$ cat src/logic/bdsl_pkg.sv
/*
  Constants for the baud detect start and lower limit stage.
  Assumes 8-bit register port, one 250 MHz clock.
*/
package bdsl_pkg;
  // ------------------------------------------------------------
  // Register map
  // ------------------------------------------------------------
  localparam logic [7:0] BDSL_ADDR_START = 8'h10;
  localparam logic [7:0] BDSL_ADDR_LOWER = 8'h11;
  localparam logic [7:0] BDSL_ADDR_DIVCFG = 8'h04;
  localparam logic [7:0] BDSL_ADDR_DIVNOW = 8'h05;
  localparam logic [7:0] BDSL_RESET_VAL = 8'h00;
  localparam int BDSL_FIELD_W = 6;
  localparam logic [1:0] BDSL_RSV_READ = 2'h0;
  // ------------------------------------------------------------
  // Timing
  // ------------------------------------------------------------
  localparam logic [5:0] BDSL_STEP_PERIODS_FAST = 6'h14;
  localparam logic [5:0] BDSL_STEP_PERIODS_SLOW = 6'h28;
  localparam int BDSL_CNT_W = 5;
  localparam logic [4:0] BDSL_CNT_TOP = 5'h1D;
  localparam logic [4:0] BDSL_CNT_WRAP = 5'h0A;
  localparam logic [4:0] BDSL_CNT_ZERO = 5'h00;
endpackage

$ cat src/logic/bdsl_cnt_if.sv
/*
  Link between the top and one baud counter.
  Assumes both ends share the top clock.
*/
`timescale 1ns/100ps
`default_nettype none
interface bdsl_cnt_if;
  logic tick;
  logic restart;
  logic [4:0] count;
  modport counter (input tick, input restart, output count);
  modport user (output tick, output restart, input count);
endinterface
`default_nettype wire

$ cat src/logic/bdsl_baud_counter.sv
/*
  One like-transition baud counter, 0 up to 29 then wrap to 10.
  Assumes restart is a one-cycle pulse on clk; tick is a level enable, held high every clock at the fast rate.
*/
`timescale 1ns/100ps
`default_nettype none
module bdsl_baud_counter
  import bdsl_pkg::*;
(
  input wire logic clk,
  input wire logic rst,
  bdsl_cnt_if.counter cif
);
  logic [4:0] count_ff;

  // ------------------------------------------------------------
  // Counter
  // ------------------------------------------------------------
  always_ff @(posedge clk) begin
    if (rst || cif.restart) begin
      count_ff <= BDSL_CNT_ZERO;
    end else if (cif.tick) begin
      if (count_ff == BDSL_CNT_TOP) begin
        count_ff <= BDSL_CNT_WRAP;
      end else begin
        count_ff <= count_ff + 5'h01;
      end
    end
  end
  assign cif.count = count_ff;

  // ------------------------------------------------------------
  // Checks
  // ------------------------------------------------------------
  a_cnt_wrap: assert property (@(posedge clk) disable iff (rst)
    cif.tick && !cif.restart && count_ff == BDSL_CNT_TOP |=> count_ff == BDSL_CNT_WRAP)
    else $error("baud counter did not wrap to 10");
  a_cnt_restart: assert property (@(posedge clk) disable iff (rst)
    cif.restart |=> count_ff == BDSL_CNT_ZERO ##1 count_ff <= 5'h01)
    else $error("baud counter did not restart");
  a_cnt_hold: assert property (@(posedge clk) disable iff (rst)
    !cif.tick && !cif.restart |=> $stable(count_ff))
    else $error("baud counter moved without tick");
endmodule
`default_nettype wire

$ cat src/logic/bdsl_top.sv
/*
  Baud detect start time and lower limit stage of a receive baud detector.
  Assumes rxd synchronous to clk and a plain one-cycle register port.
*/
`timescale 1ns/100ps
`default_nettype none
module bdsl_top
  import bdsl_pkg::*;
(
  input wire logic clk,
  input wire logic rst,
  input wire logic [7:0] reg_addr,
  input wire logic [7:0] reg_wdata,
  input wire logic reg_wr,
  input wire logic reg_rd,
  output logic [7:0] reg_rdata,
  input wire logic clock_rate_select,
  input wire logic timer_restart,
  input wire logic rxd,
  output logic examining,
  output logic result_valid,
  output logic result_fail,
  output logic result_falling
);
  import bdsl_pkg::*;

  logic [5:0] start_ff;
  logic [5:0] lower_ff;
  logic [7:0] divcfg_ff;
  logic [7:0] timer_ff;
  logic [5:0] pre_ff;
  logic half_ff;
  logic rxd_ff;
  logic exam_ff;
  logic [1:0] armed_ff;
  logic [7:0] rdata_ff;
  logic res_valid_ff;
  logic res_fail_ff;
  logic res_falling_ff;
  logic step;
  logic baud_tick;
  logic [5:0] step_len;
  logic [1:0] edge_hit;
  logic [1:0] pair_fail;
  bdsl_cnt_if cnt_if[2] ();

  // ------------------------------------------------------------
  // Registers
  // ------------------------------------------------------------
  // Upper bits of start and lower are dropped on write, so they read back as zero; divcfg keeps all 8 bits
  always_ff @(posedge clk) begin
    if (rst) begin
      start_ff <= BDSL_RESET_VAL[5:0];
      lower_ff <= BDSL_RESET_VAL[5:0];
      divcfg_ff <= BDSL_RESET_VAL;
    end else if (reg_wr) begin
      if (reg_addr == BDSL_ADDR_START) begin
        start_ff <= reg_wdata[BDSL_FIELD_W-1:0];
      end else if (reg_addr == BDSL_ADDR_LOWER) begin
        lower_ff <= reg_wdata[BDSL_FIELD_W-1:0];
      end else if (reg_addr == BDSL_ADDR_DIVCFG) begin
        divcfg_ff <= reg_wdata;
      end
    end
  end

  always_ff @(posedge clk) begin
    if (rst) begin
      rdata_ff <= BDSL_RESET_VAL;
    end else if (reg_rd) begin
      if (reg_addr == BDSL_ADDR_START) begin
        rdata_ff <= {BDSL_RSV_READ, start_ff};
      end else if (reg_addr == BDSL_ADDR_LOWER) begin
        rdata_ff <= {BDSL_RSV_READ, lower_ff};
      end else if (reg_addr == BDSL_ADDR_DIVCFG) begin
        rdata_ff <= divcfg_ff;
      end else if (reg_addr == BDSL_ADDR_DIVNOW) begin
        rdata_ff <= timer_ff;
      end else begin
        rdata_ff <= BDSL_RESET_VAL;
      end
    end else begin
      rdata_ff <= BDSL_RESET_VAL;
    end
  end
  assign reg_rdata = rdata_ff;

  // ------------------------------------------------------------
  // Antenna diversity timer
  // ------------------------------------------------------------
  assign step_len = clock_rate_select ? BDSL_STEP_PERIODS_SLOW : BDSL_STEP_PERIODS_FAST;
  // Compare with >= so a rate change mid-step cannot overrun
  assign step = (pre_ff >= step_len - 6'h01);

  always_ff @(posedge clk) begin
    if (rst || timer_restart || step) begin
      pre_ff <= 6'h00;
    end else begin
      pre_ff <= pre_ff + 6'h01;
    end
  end

  // No diversity enable gates this: it always runs
  always_ff @(posedge clk) begin
    if (rst) begin
      timer_ff <= BDSL_RESET_VAL;
    end else if (timer_restart) begin
      timer_ff <= divcfg_ff;
    end else if (step) begin
      if (timer_ff == 8'h00) begin
        timer_ff <= divcfg_ff;
      end else begin
        timer_ff <= timer_ff - 8'h01;
      end
    end
  end

  always_ff @(posedge clk) begin
    if (rst || timer_restart) begin
      exam_ff <= 1'b0;
    end else if (timer_ff == {2'h0, start_ff}) begin
      exam_ff <= 1'b1;
    end
  end
  assign examining = exam_ff;

  // ------------------------------------------------------------
  // Baud tick and edges
  // ------------------------------------------------------------
  always_ff @(posedge clk) begin
    if (rst) begin
      half_ff <= 1'b0;
      rxd_ff <= 1'b0;
    end else begin
      half_ff <= ~half_ff;
      rxd_ff <= rxd;
    end
  end
  assign baud_tick = !clock_rate_select || half_ff;
  assign edge_hit[0] = rxd && !rxd_ff;
  assign edge_hit[1] = !rxd && rxd_ff;

  // Index 0 rising, index 1 falling; one counter instance each
  for (genvar g = 0; g < 2; g++) begin : g_edge
    assign cnt_if[g].tick = baud_tick;
    assign cnt_if[g].restart = edge_hit[g] || timer_restart;
    assign pair_fail[g] = {1'b0, cnt_if[g].count} < lower_ff;
    bdsl_baud_counter u_cnt (
      .clk(clk),
      .rst(rst),
      .cif(cnt_if[g])
    );
    // First edge after start only opens a pair
    always_ff @(posedge clk) begin
      if (rst || timer_restart || !exam_ff) begin
        armed_ff[g] <= 1'b0;
      end else if (edge_hit[g]) begin
        armed_ff[g] <= 1'b1;
      end
    end
  end

  // ------------------------------------------------------------
  // Pair result
  // ------------------------------------------------------------
  always_ff @(posedge clk) begin
    if (rst) begin
      res_valid_ff <= 1'b0;
      res_fail_ff <= 1'b0;
      res_falling_ff <= 1'b0;
    end else begin
      res_valid_ff <= 1'b0;
      if (exam_ff && edge_hit[0] && armed_ff[0]) begin
        res_valid_ff <= 1'b1;
        res_fail_ff <= pair_fail[0];
        res_falling_ff <= 1'b0;
      end else if (exam_ff && edge_hit[1] && armed_ff[1]) begin
        res_valid_ff <= 1'b1;
        res_fail_ff <= pair_fail[1];
        res_falling_ff <= 1'b1;
      end
    end
  end
  assign result_valid = res_valid_ff;
  assign result_fail = res_fail_ff;
  assign result_falling = res_falling_ff;

  // ------------------------------------------------------------
  // Checks
  // ------------------------------------------------------------
  a_rsv_read_zero: assert property (@(posedge clk) disable iff (rst)
    reg_rd && reg_addr == BDSL_ADDR_START |=> reg_rdata[7:6] == 2'h0)
    else $error("reserved bits not zero");
  a_exam_start: assert property (@(posedge clk) disable iff (rst)
    $rose(exam_ff) |-> $past(timer_ff) == {2'h0, $past(start_ff)})
    else $error("examination began off the start time");
  a_timer_down: assert property (@(posedge clk) disable iff (rst)
    step && !timer_restart && timer_ff != 8'h00 |=> timer_ff == $past(timer_ff) - 8'h01)
    else $error("timer did not count down");
  a_step_spacing: assert property (@(posedge clk) disable iff (rst)
    step && !clock_rate_select |=> (!step) [*8])
    else $error("timer step too short");
  a_pair_fail: assert property (@(posedge clk) disable iff (rst)
    exam_ff && edge_hit[0] && armed_ff[0] && cnt_if[0].count < lower_ff[4:0]
    && lower_ff[5] == 1'b0 |=> result_valid && result_fail && !result_falling)
    else $error("short pair not failed");
  a_baud_half: assert property (@(posedge clk) disable iff (rst)
    clock_rate_select && baud_tick ##1 clock_rate_select |-> !baud_tick)
    else $error("slow baud tick too fast");
  a_timer_reload: assert property (@(posedge clk) disable iff (rst)
    step && !timer_restart && timer_ff == 8'h00 |=> timer_ff == $past(divcfg_ff))
    else $error("timer did not reload");
  a_timer_runs: assert property (@(posedge clk) disable iff (rst)
    step && !timer_restart && divcfg_ff != 8'h00 |=> timer_ff != $past(timer_ff))
    else $error("timer stalled");
endmodule
`default_nettype wire

$ cat config.mk
export PLATFORM = sky130hd
export DESIGN_NAME = bdsl_top
export DESIGN_NICKNAME = d
export VERILOG_FILES = /design/src/logic/bdsl_pkg.sv /design/src/logic/bdsl_cnt_if.sv /design/src/logic/bdsl_baud_counter.sv /design/src/logic/bdsl_top.sv
export SDC_FILE = /design/constraint.sdc
export NUM_CORES = 1
export LEC_CHECK = 0
export BUFFER_PORTS_ARGS = -buffer_cell sky130_fd_sc_hd__buf_2
export CORE_ASPECT_RATIO = 1.75
export CORE_MARGIN = 10
export CORE_UTILIZATION = 53
export CTS_BUF_LIST = sky130_fd_sc_hd__clkbuf_16
export CTS_CLUSTER_SIZE = 16
export DETAILED_ROUTE_END_ITERATION = 7
export PLACE_DENSITY_LB_ADDON = 0.2
export SETUP_SLACK_MARGIN = 0.15
export SLEW_MARGIN = 40
export SYNTH_ARGS = -nofsm -noshare
export SYNTH_HDL_FRONTEND = slang
export SYNTH_SLANG_ARGS = --single-unit
$ cat constraint.sdc
create_clock -name clk -period 5.03 [get_ports clk]
set_clock_uncertainty 0.05 [all_clocks]
set_input_delay 0.7545 -clock clk [delete_from_list [all_inputs] [get_ports clk]]
set_output_delay 0.7545 -clock clk [all_outputs]
set_load 0.03 [all_outputs]
==> Word-level counts from Yosys, hierarchy flattened <==
Index checks and enable logic that the tools add are counted.
W data, S select, Z words.
{ "totals": {"elab_cells": 77, "inputBits": 23, "out_inout_bits": 12, "register_bits": 60} }
{ "op_classes": {"n_bitwise": 4, "n_reduce_logical": 27, "n_lt_le_gt_ge": 3, "add_sub_neg": 5, "mux": 14, "eq_ne": 7} }
{ "ops": {"columns": ["operator", "n"], "rows": [
  ["$mux W8", 5],
  ["$mux W6", 3],
  ["$eq A8 B3 Y1 const B", 2],
  ["$eq A8 B5 Y1 const B", 2],
  ["$lt A5 B6 Y1", 2],
  ["$add A5 B1 Y5 const B", 2],
  ["$eq A5 B5 Y1 const B", 2],
  ["$mux W5", 2],
  ["$eq A8 B6 Y1", 1],
  ["$logic_not A8 Y1", 1],
  ["$logic_or A1 B1 Y1", 8],
  ["$sub A8 B1 Y8 const B", 1],
  ["$add A6 B1 Y6 const B", 1],
  ["$ge A6 B6 Y1", 1],
  ["$logic_and A1 B1 Y1", 6],
  ["$sub A6 B1 Y6 const B", 1],
  ["$logic_not A1 Y1", 4],
  ["$mux W1", 4],
  ["$not A1 Y1", 4],
  ["$reduce_and A4 Y1", 1],
  ["$reduce_bool A2 Y1", 2],
  ["$reduce_or A2 Y1", 2],
  ["$reduce_or A4 Y1", 1],
  ["$reduce_and A3 Y1", 1],
  ["$reduce_and A2 Y1", 1]
]} }

==> Depth between registers and ports, before layout <==
{ "depth": {"ltp_word": 6, "ltp_mapped": 7} }

==> Cells and area by module <==
Synthesis repeated with hierarchy kept, for this count alone.
{ "hier_totals": {"cells_unflattened": 339, "area_unflattened_um2": 3090.5} }
{ "by_module_without_submodules": {"columns": ["mod", "n_inst", "seq_area_each_um2", "cells_per_inst", "area_per_inst_um2"], "rows": [
  ["bdsl_top", 1, 1001.0, 289, 2544.9],
  ["bdsl_baud_counter", 2, 100.1, 25, 272.8]
]} }

==> Worst setup path after synthesis <==
OpenSTA, ideal clock, no wires.
{ "synth_path": {"path_kind": "input-to-reg", "startpoint": "input port clock_rate_select", "endpoint": "register timer_ff[5]", "t_required_ns": 4.894, "slack_ns": 2.789, "stages": 6, "arrival_ns": 2.106, "path_buffers": 0, "cell_sequence": "inv_1 ha_1 a211o_1 a21oi_1 a21oi_1 a211oi_1"} }
{ "synth_between": {"elab_chain_len": 4} }
{ "synth_rtl": {"columns": ["element", "line", "rtl"], "rows": [
  ["from (decl)", "bdsl_top.sv:17", "input wire logic clock_rate_select,"],
  ["$mux W6", "bdsl_top.sv:91", "assign step_len = clock_rate_select ? BDSL_STEP_PERIODS_SLOW : BDSL_STEP_PERIODS_FAST;"],
  ["$sub A6 B1 Y6", "bdsl_top.sv:93", "assign step = (pre_ff >= step_len - 6'h01);"],
  ["$ge A6 B6 Y1", "bdsl_top.sv:93", null],
  ["$reduce_bool A2 Y1 (no source line)", null, null],
  ["to (signal assigned)", "bdsl_top.sv:108", "timer_ff <= divcfg_ff;"],
  ["to (signal assigned)", "bdsl_top.sv:111", "timer_ff <= divcfg_ff;"],
  ["to (signal assigned)", "bdsl_top.sv:113", "timer_ff <= timer_ff - 8'h01;"],
  ["to (decl)", "bdsl_top.sv:30", "logic [7:0] timer_ff;"]
]} }
Every way passes these cells.
A chain may end at the register's enable or synchronous reset.

==> Worst setup path after layout <==
{ "layout_path": {"startpoint": "register timer_ff[0]", "endpoint": "register timer_ff[2]"} }
{ "layout_between": {"elab_chain_len": 4, "word_cells_on_any_way": 5, "cone_classes": "add/sub (1); mux (3); reduce/logical (1)"} }
{ "layout_rtl": {"columns": ["element", "line", "rtl"], "rows": [
  ["$sub A8 B1 Y8 / $logic_not A8 Y1 (equally long branches)", "bdsl_top.sv:113, bdsl_top.sv:110", null],
  ["$mux W8 *", "bdsl_top.sv:110", "if (timer_ff == 8'h00) begin"],
  ["$mux W8 *", "bdsl_top.sv:109", "end else if (step) begin"],
  ["$mux W8 *", "bdsl_top.sv:107", "end else if (timer_restart) begin"]
]} }
Every way passes the cells marked *; elsewhere a longest branch is shown, timed or not. The select of a mux whose other input is x is not followed.

==> run summary <==
The relative max-transition margin is a little over half. The flow ran to the end, and the final reports show no timing, DRC or antenna violations. The total length of routed wires is 7.532 mm. The via total after detailed routing is around 2700. The floorplan step set the die height to about 120 um. The maximum number of pins on one net before global-route repair is 37.

In the synthesized netlist, the number of instances is 353. The max-slew violation count is 0. Post-CTS timing repair inserted 0 buffers for setup. The number of fillers in the final layout is 527. The final number of hold-violating endpoints came out at 0. The die is 78.47 um wide. The largest total area in the synthesized netlist belongs to sky130_fd_sc_hd__dfxtp_1. The total routing resource utilization after global routing is 16.53%. The H-tree was split into 3 levels. The detailed-route vias per instance is 5.752.

The most used flip-flop cell after synthesis is sky130_fd_sc_hd__dfxtp_1. After clock tree synthesis, the clock-pin slew on the worst setup and hold paths is 50 ps. The clock drives 60 sinks.

In this run the count of I/O pins placed on the die edge is 35. The synthesis-stage register bit count came out at 60. The standard cell core area came out at 5833 um2.

The number of DRC markers after the initial detailed-route iteration is 169. The floorplan die area came out at between 9000 and 10000 um2. The number of cells on the worst reg-to-reg path is 6. After layout, the worst path uses a little under half of the clock period. The shortest clock period the worst path allows after layout is 2341 ps. The first-pass GRT wire length is 12.85 mm. No sink is reached through more buffers than the 2 on the longest clock path. Counting instances, the worst hold path has a depth of 1.

The number of antenna violations at the first check in global routing came out at 0. TritonCTS built the clock tree. Hold repair after CTS inserted 0 buffers. The count of antenna diodes in the layout came out at 0. The floorplan row count is 37. The final sum of negative setup slack is 0 ps. The number of global-route vias before repair is 2709. The register-to-register setup slack came out at 2690 ps. The number of routed nets with antenna violations is 0. Setup repair after global routing left no endpoint under its margin. The number of standard cells in the layout, taps in and fillers out came out at ~470.

Data on the critical path is required at its endpoint by 5200 ps. The initial core utilization came out at a little over half. The global placement routability congestion came out at approximately 0.85.

STA classifies the critical path startpoint as a register. The sequential fraction of the synthesis area is between 30% and 40%. The clock insertion delay at the later pin of the skew report came out at 330 ps. The min-delay analysis places its worst path in the category register to register. The final number of setup-violating endpoints came out at 0. The cell area after technology mapping came out at around 3200 um2. The post-synthesis net count is slightly below 400.

STA classifies the critical path endpoint as a register. The per-cell routed wire length is between 15 and 20 um. The path type of the worst setup path is register to register.

The fraction of layout instances using a drive strength above 1 came out at 15.94%. The net count of the finished layout came out at between 400 and 500. In this run, synthesis inferred 0 flip-flops with an integrated enable. The number of buffers created by CTS came out at 9. The startpoint identified for the worst register-to-register timing path is timer_ff[0]. The count of cell types in the netlist came out at 56. The data arrival time of the critical path came out at 2510 ps.

The area taken by multi-input logic gates came out at 1852 um2. For this run, design rule violations remaining after detail routing come to 0. After detailed placement, the design holds a cell count of 451. The startpoint of the most critical setup path is timer_ff[0]. The leakage power figure is 1.586 nW. Summing all flip-flop and latch instances after layout gives roughly 1200 um2.

The layout-stage area growth over the synthesis result came out at 16.14%. The number of gates resized after CTS was 0. Clock tree synthesis selected as its root buffer the cell sky130_fd_sc_hd__clkbuf_16. The highest attainable clock frequency is 0.4271 GHz.

For this run, the number of Yosys warnings is 0. Yosys attributes the largest share of cell area to sky130_fd_sc_hd__dfxtp_1 38%, sky130_fd_sc_hd__mux2i_1 8.2%, sky130_fd_sc_hd__ha_1 7.1%. Across the VDD grid, the largest voltage drop is 0.1993 mV. The endpoint of the worst register-to-register path is timer_ff[2]. The post-DP HPWL came out at 5.693 mm. The number of detailed-routing iterations run before antenna repair came out at 4. The synthesized area per cell is 8.982 um2. Max-cap violations in this run came to 0. After global routing the overflow that remains totals 0. The share of synthesized area in the top cell type comes to 37.88%. The top fanout value on the critical path is 8. In this run the power density over the cells is 350.6 nW/um2. The destination of the worst hold path is half_ff. The post-synthesis async set-or-reset flop share came out at 0%. The transition time at the pin with the least slew margin came out at 717.2 ps.

The startpoint of the lowest-slack hold path is half_ff. Port buffering added 34 buffers.
-- routing by layer --
metal / track usage (%) / wire length, um
met1: 17.89 / 3029
met2: 28.41 / 3966
met3: 4.466 / 334
met4: 9.234 / 201
met5: 0 / 0
-- how the worst max path moves through the flow --
stage                        to  slack (ps)  cells after the start
finish              timer_ff[2]        2690                      6
global route        timer_ff[2]        2500                      6
CTS                 timer_ff[5]        2700                      7
detailed placement  timer_ff[5]        2380                      7
global placement    timer_ff[5]        2450                      7
floorplan           timer_ff[5]        2790                      6
-- cell usage in the layout, fill, tap and decap left out, types with 6 or more instances in the layout --
| cell | netlist | final |
|---|---|---|
| sky130_fd_sc_hd__nand2b_1 | 13 | 13 |
| sky130_fd_sc_hd__dfxtp_1 | 60 | 60 |
| sky130_fd_sc_hd__o221ai_1 | 6 | 6 |
| sky130_fd_sc_hd__xor2_1 | 11 | 11 |
| sky130_fd_sc_hd__xnor2_1 | 6 | 6 |
| sky130_fd_sc_hd__a211oi_1 | 9 | 9 |
| sky130_fd_sc_hd__nor2_1 | 48 | 48 |
| sky130_fd_sc_hd__buf_2 | 3 | 34 |
| sky130_fd_sc_hd__nor3_1 | 9 | 9 |
| sky130_fd_sc_hd__nand3_1 | 10 | 10 |
| sky130_fd_sc_hd__nand4_1 | 8 | 8 |
| sky130_fd_sc_hd__clkbuf_16 | 0 | 9 |
| sky130_fd_sc_hd__inv_1 | 12 | 12 |
| sky130_fd_sc_hd__a21oi_1 | 17 | 17 |
| sky130_fd_sc_hd__mux2i_1 | 26 | 26 |
| sky130_fd_sc_hd__ha_1 | 18 | 18 |
| sky130_fd_sc_hd__nand2_1 | 23 | 23 |
-- worst max-delay path, cell delays in order, from the launching register on --
cell,delay (ps)
sky130_fd_sc_hd__dfxtp_1,490
sky130_fd_sc_hd__inv_1,140
sky130_fd_sc_hd__ha_1,220
sky130_fd_sc_hd__nor3b_2,190
sky130_fd_sc_hd__a21oi_1,540
sky130_fd_sc_hd__mux2_2,410
sky130_fd_sc_hd__a32o_1,200
-- flip-flops by register name (all words and copies together) (netlist names) --
signal                  flops
g_edge.u_cnt.cif.count     10
reg_rdata                   8
pre_ff                      6
result_valid                1
examining                   1
lower_ff                    6
result_falling              1
rxd_ff                      1
armed_ff                    2
result_fail                 1
timer_ff                    8
half_ff                     1
divcfg_ff                   8
start_ff                    6
-- Yosys cell counts, types with 8 or more instances --
cell                       count
sky130_fd_sc_hd__dfxtp_1      60
sky130_fd_sc_hd__nor2_1       48
sky130_fd_sc_hd__mux2i_1      26
sky130_fd_sc_hd__nand2_1      23
sky130_fd_sc_hd__ha_1         18
sky130_fd_sc_hd__a21oi_1      17
sky130_fd_sc_hd__nand2b_1     13
sky130_fd_sc_hd__inv_1        12
sky130_fd_sc_hd__xor2_1       11
sky130_fd_sc_hd__nand3_1      10
sky130_fd_sc_hd__a211oi_1      9
sky130_fd_sc_hd__nor3_1        9
sky130_fd_sc_hd__nand4_1       8
-- report_power, final --
group | leakage (nW) | internal, mW | switching, mW
Sequential | 0.485 | 0.487 | 0.0226
Combinational | 0.955 | 0.0625 | 0.0769
Clock | 0.145 | 0.430 | 0.212
Total | 1.59 | 0.979 | 0.312
-- cell families after synthesis --
family | count (synthesis) | synth area share, %
compound gates | 62 | 14.01
xor+xnor | 17 | 4.696
flops | 60 | 37.88
simple gates | 143 | 24.03
fa+ha+maj | 18 | 7.104
buf+inv | 26 | 3.709
mux | 27 | 8.564
-- cell type report --
cell class,count,area share (%)
clock inverters,7,2.480
inverters,12,1.223
multi-input cells,267,50.29
well taps,78,2.650
flip-flops and latches,60,32.62
repair buffers,34,4.621
clock buffers,9,6.116
-- per-stage QoR --
stage	total power [mW]	setup slack [ps]	cell area (um2)	hold WS, ps	utilization [%]
finish	1.291	2689	3682	381.8	63.13
detailed placement	0.6567	2381	3366	381.8	57.70
CTS	1.298	2700	3682	394.9	63.13
global placement	0.6535	2450	3366	367.5	57.70
global route	1.340	2503	3682	391.1	63.13
floorplan	0.6212	2789	3171	327.6	-
(Power assumes the default switching activity.)
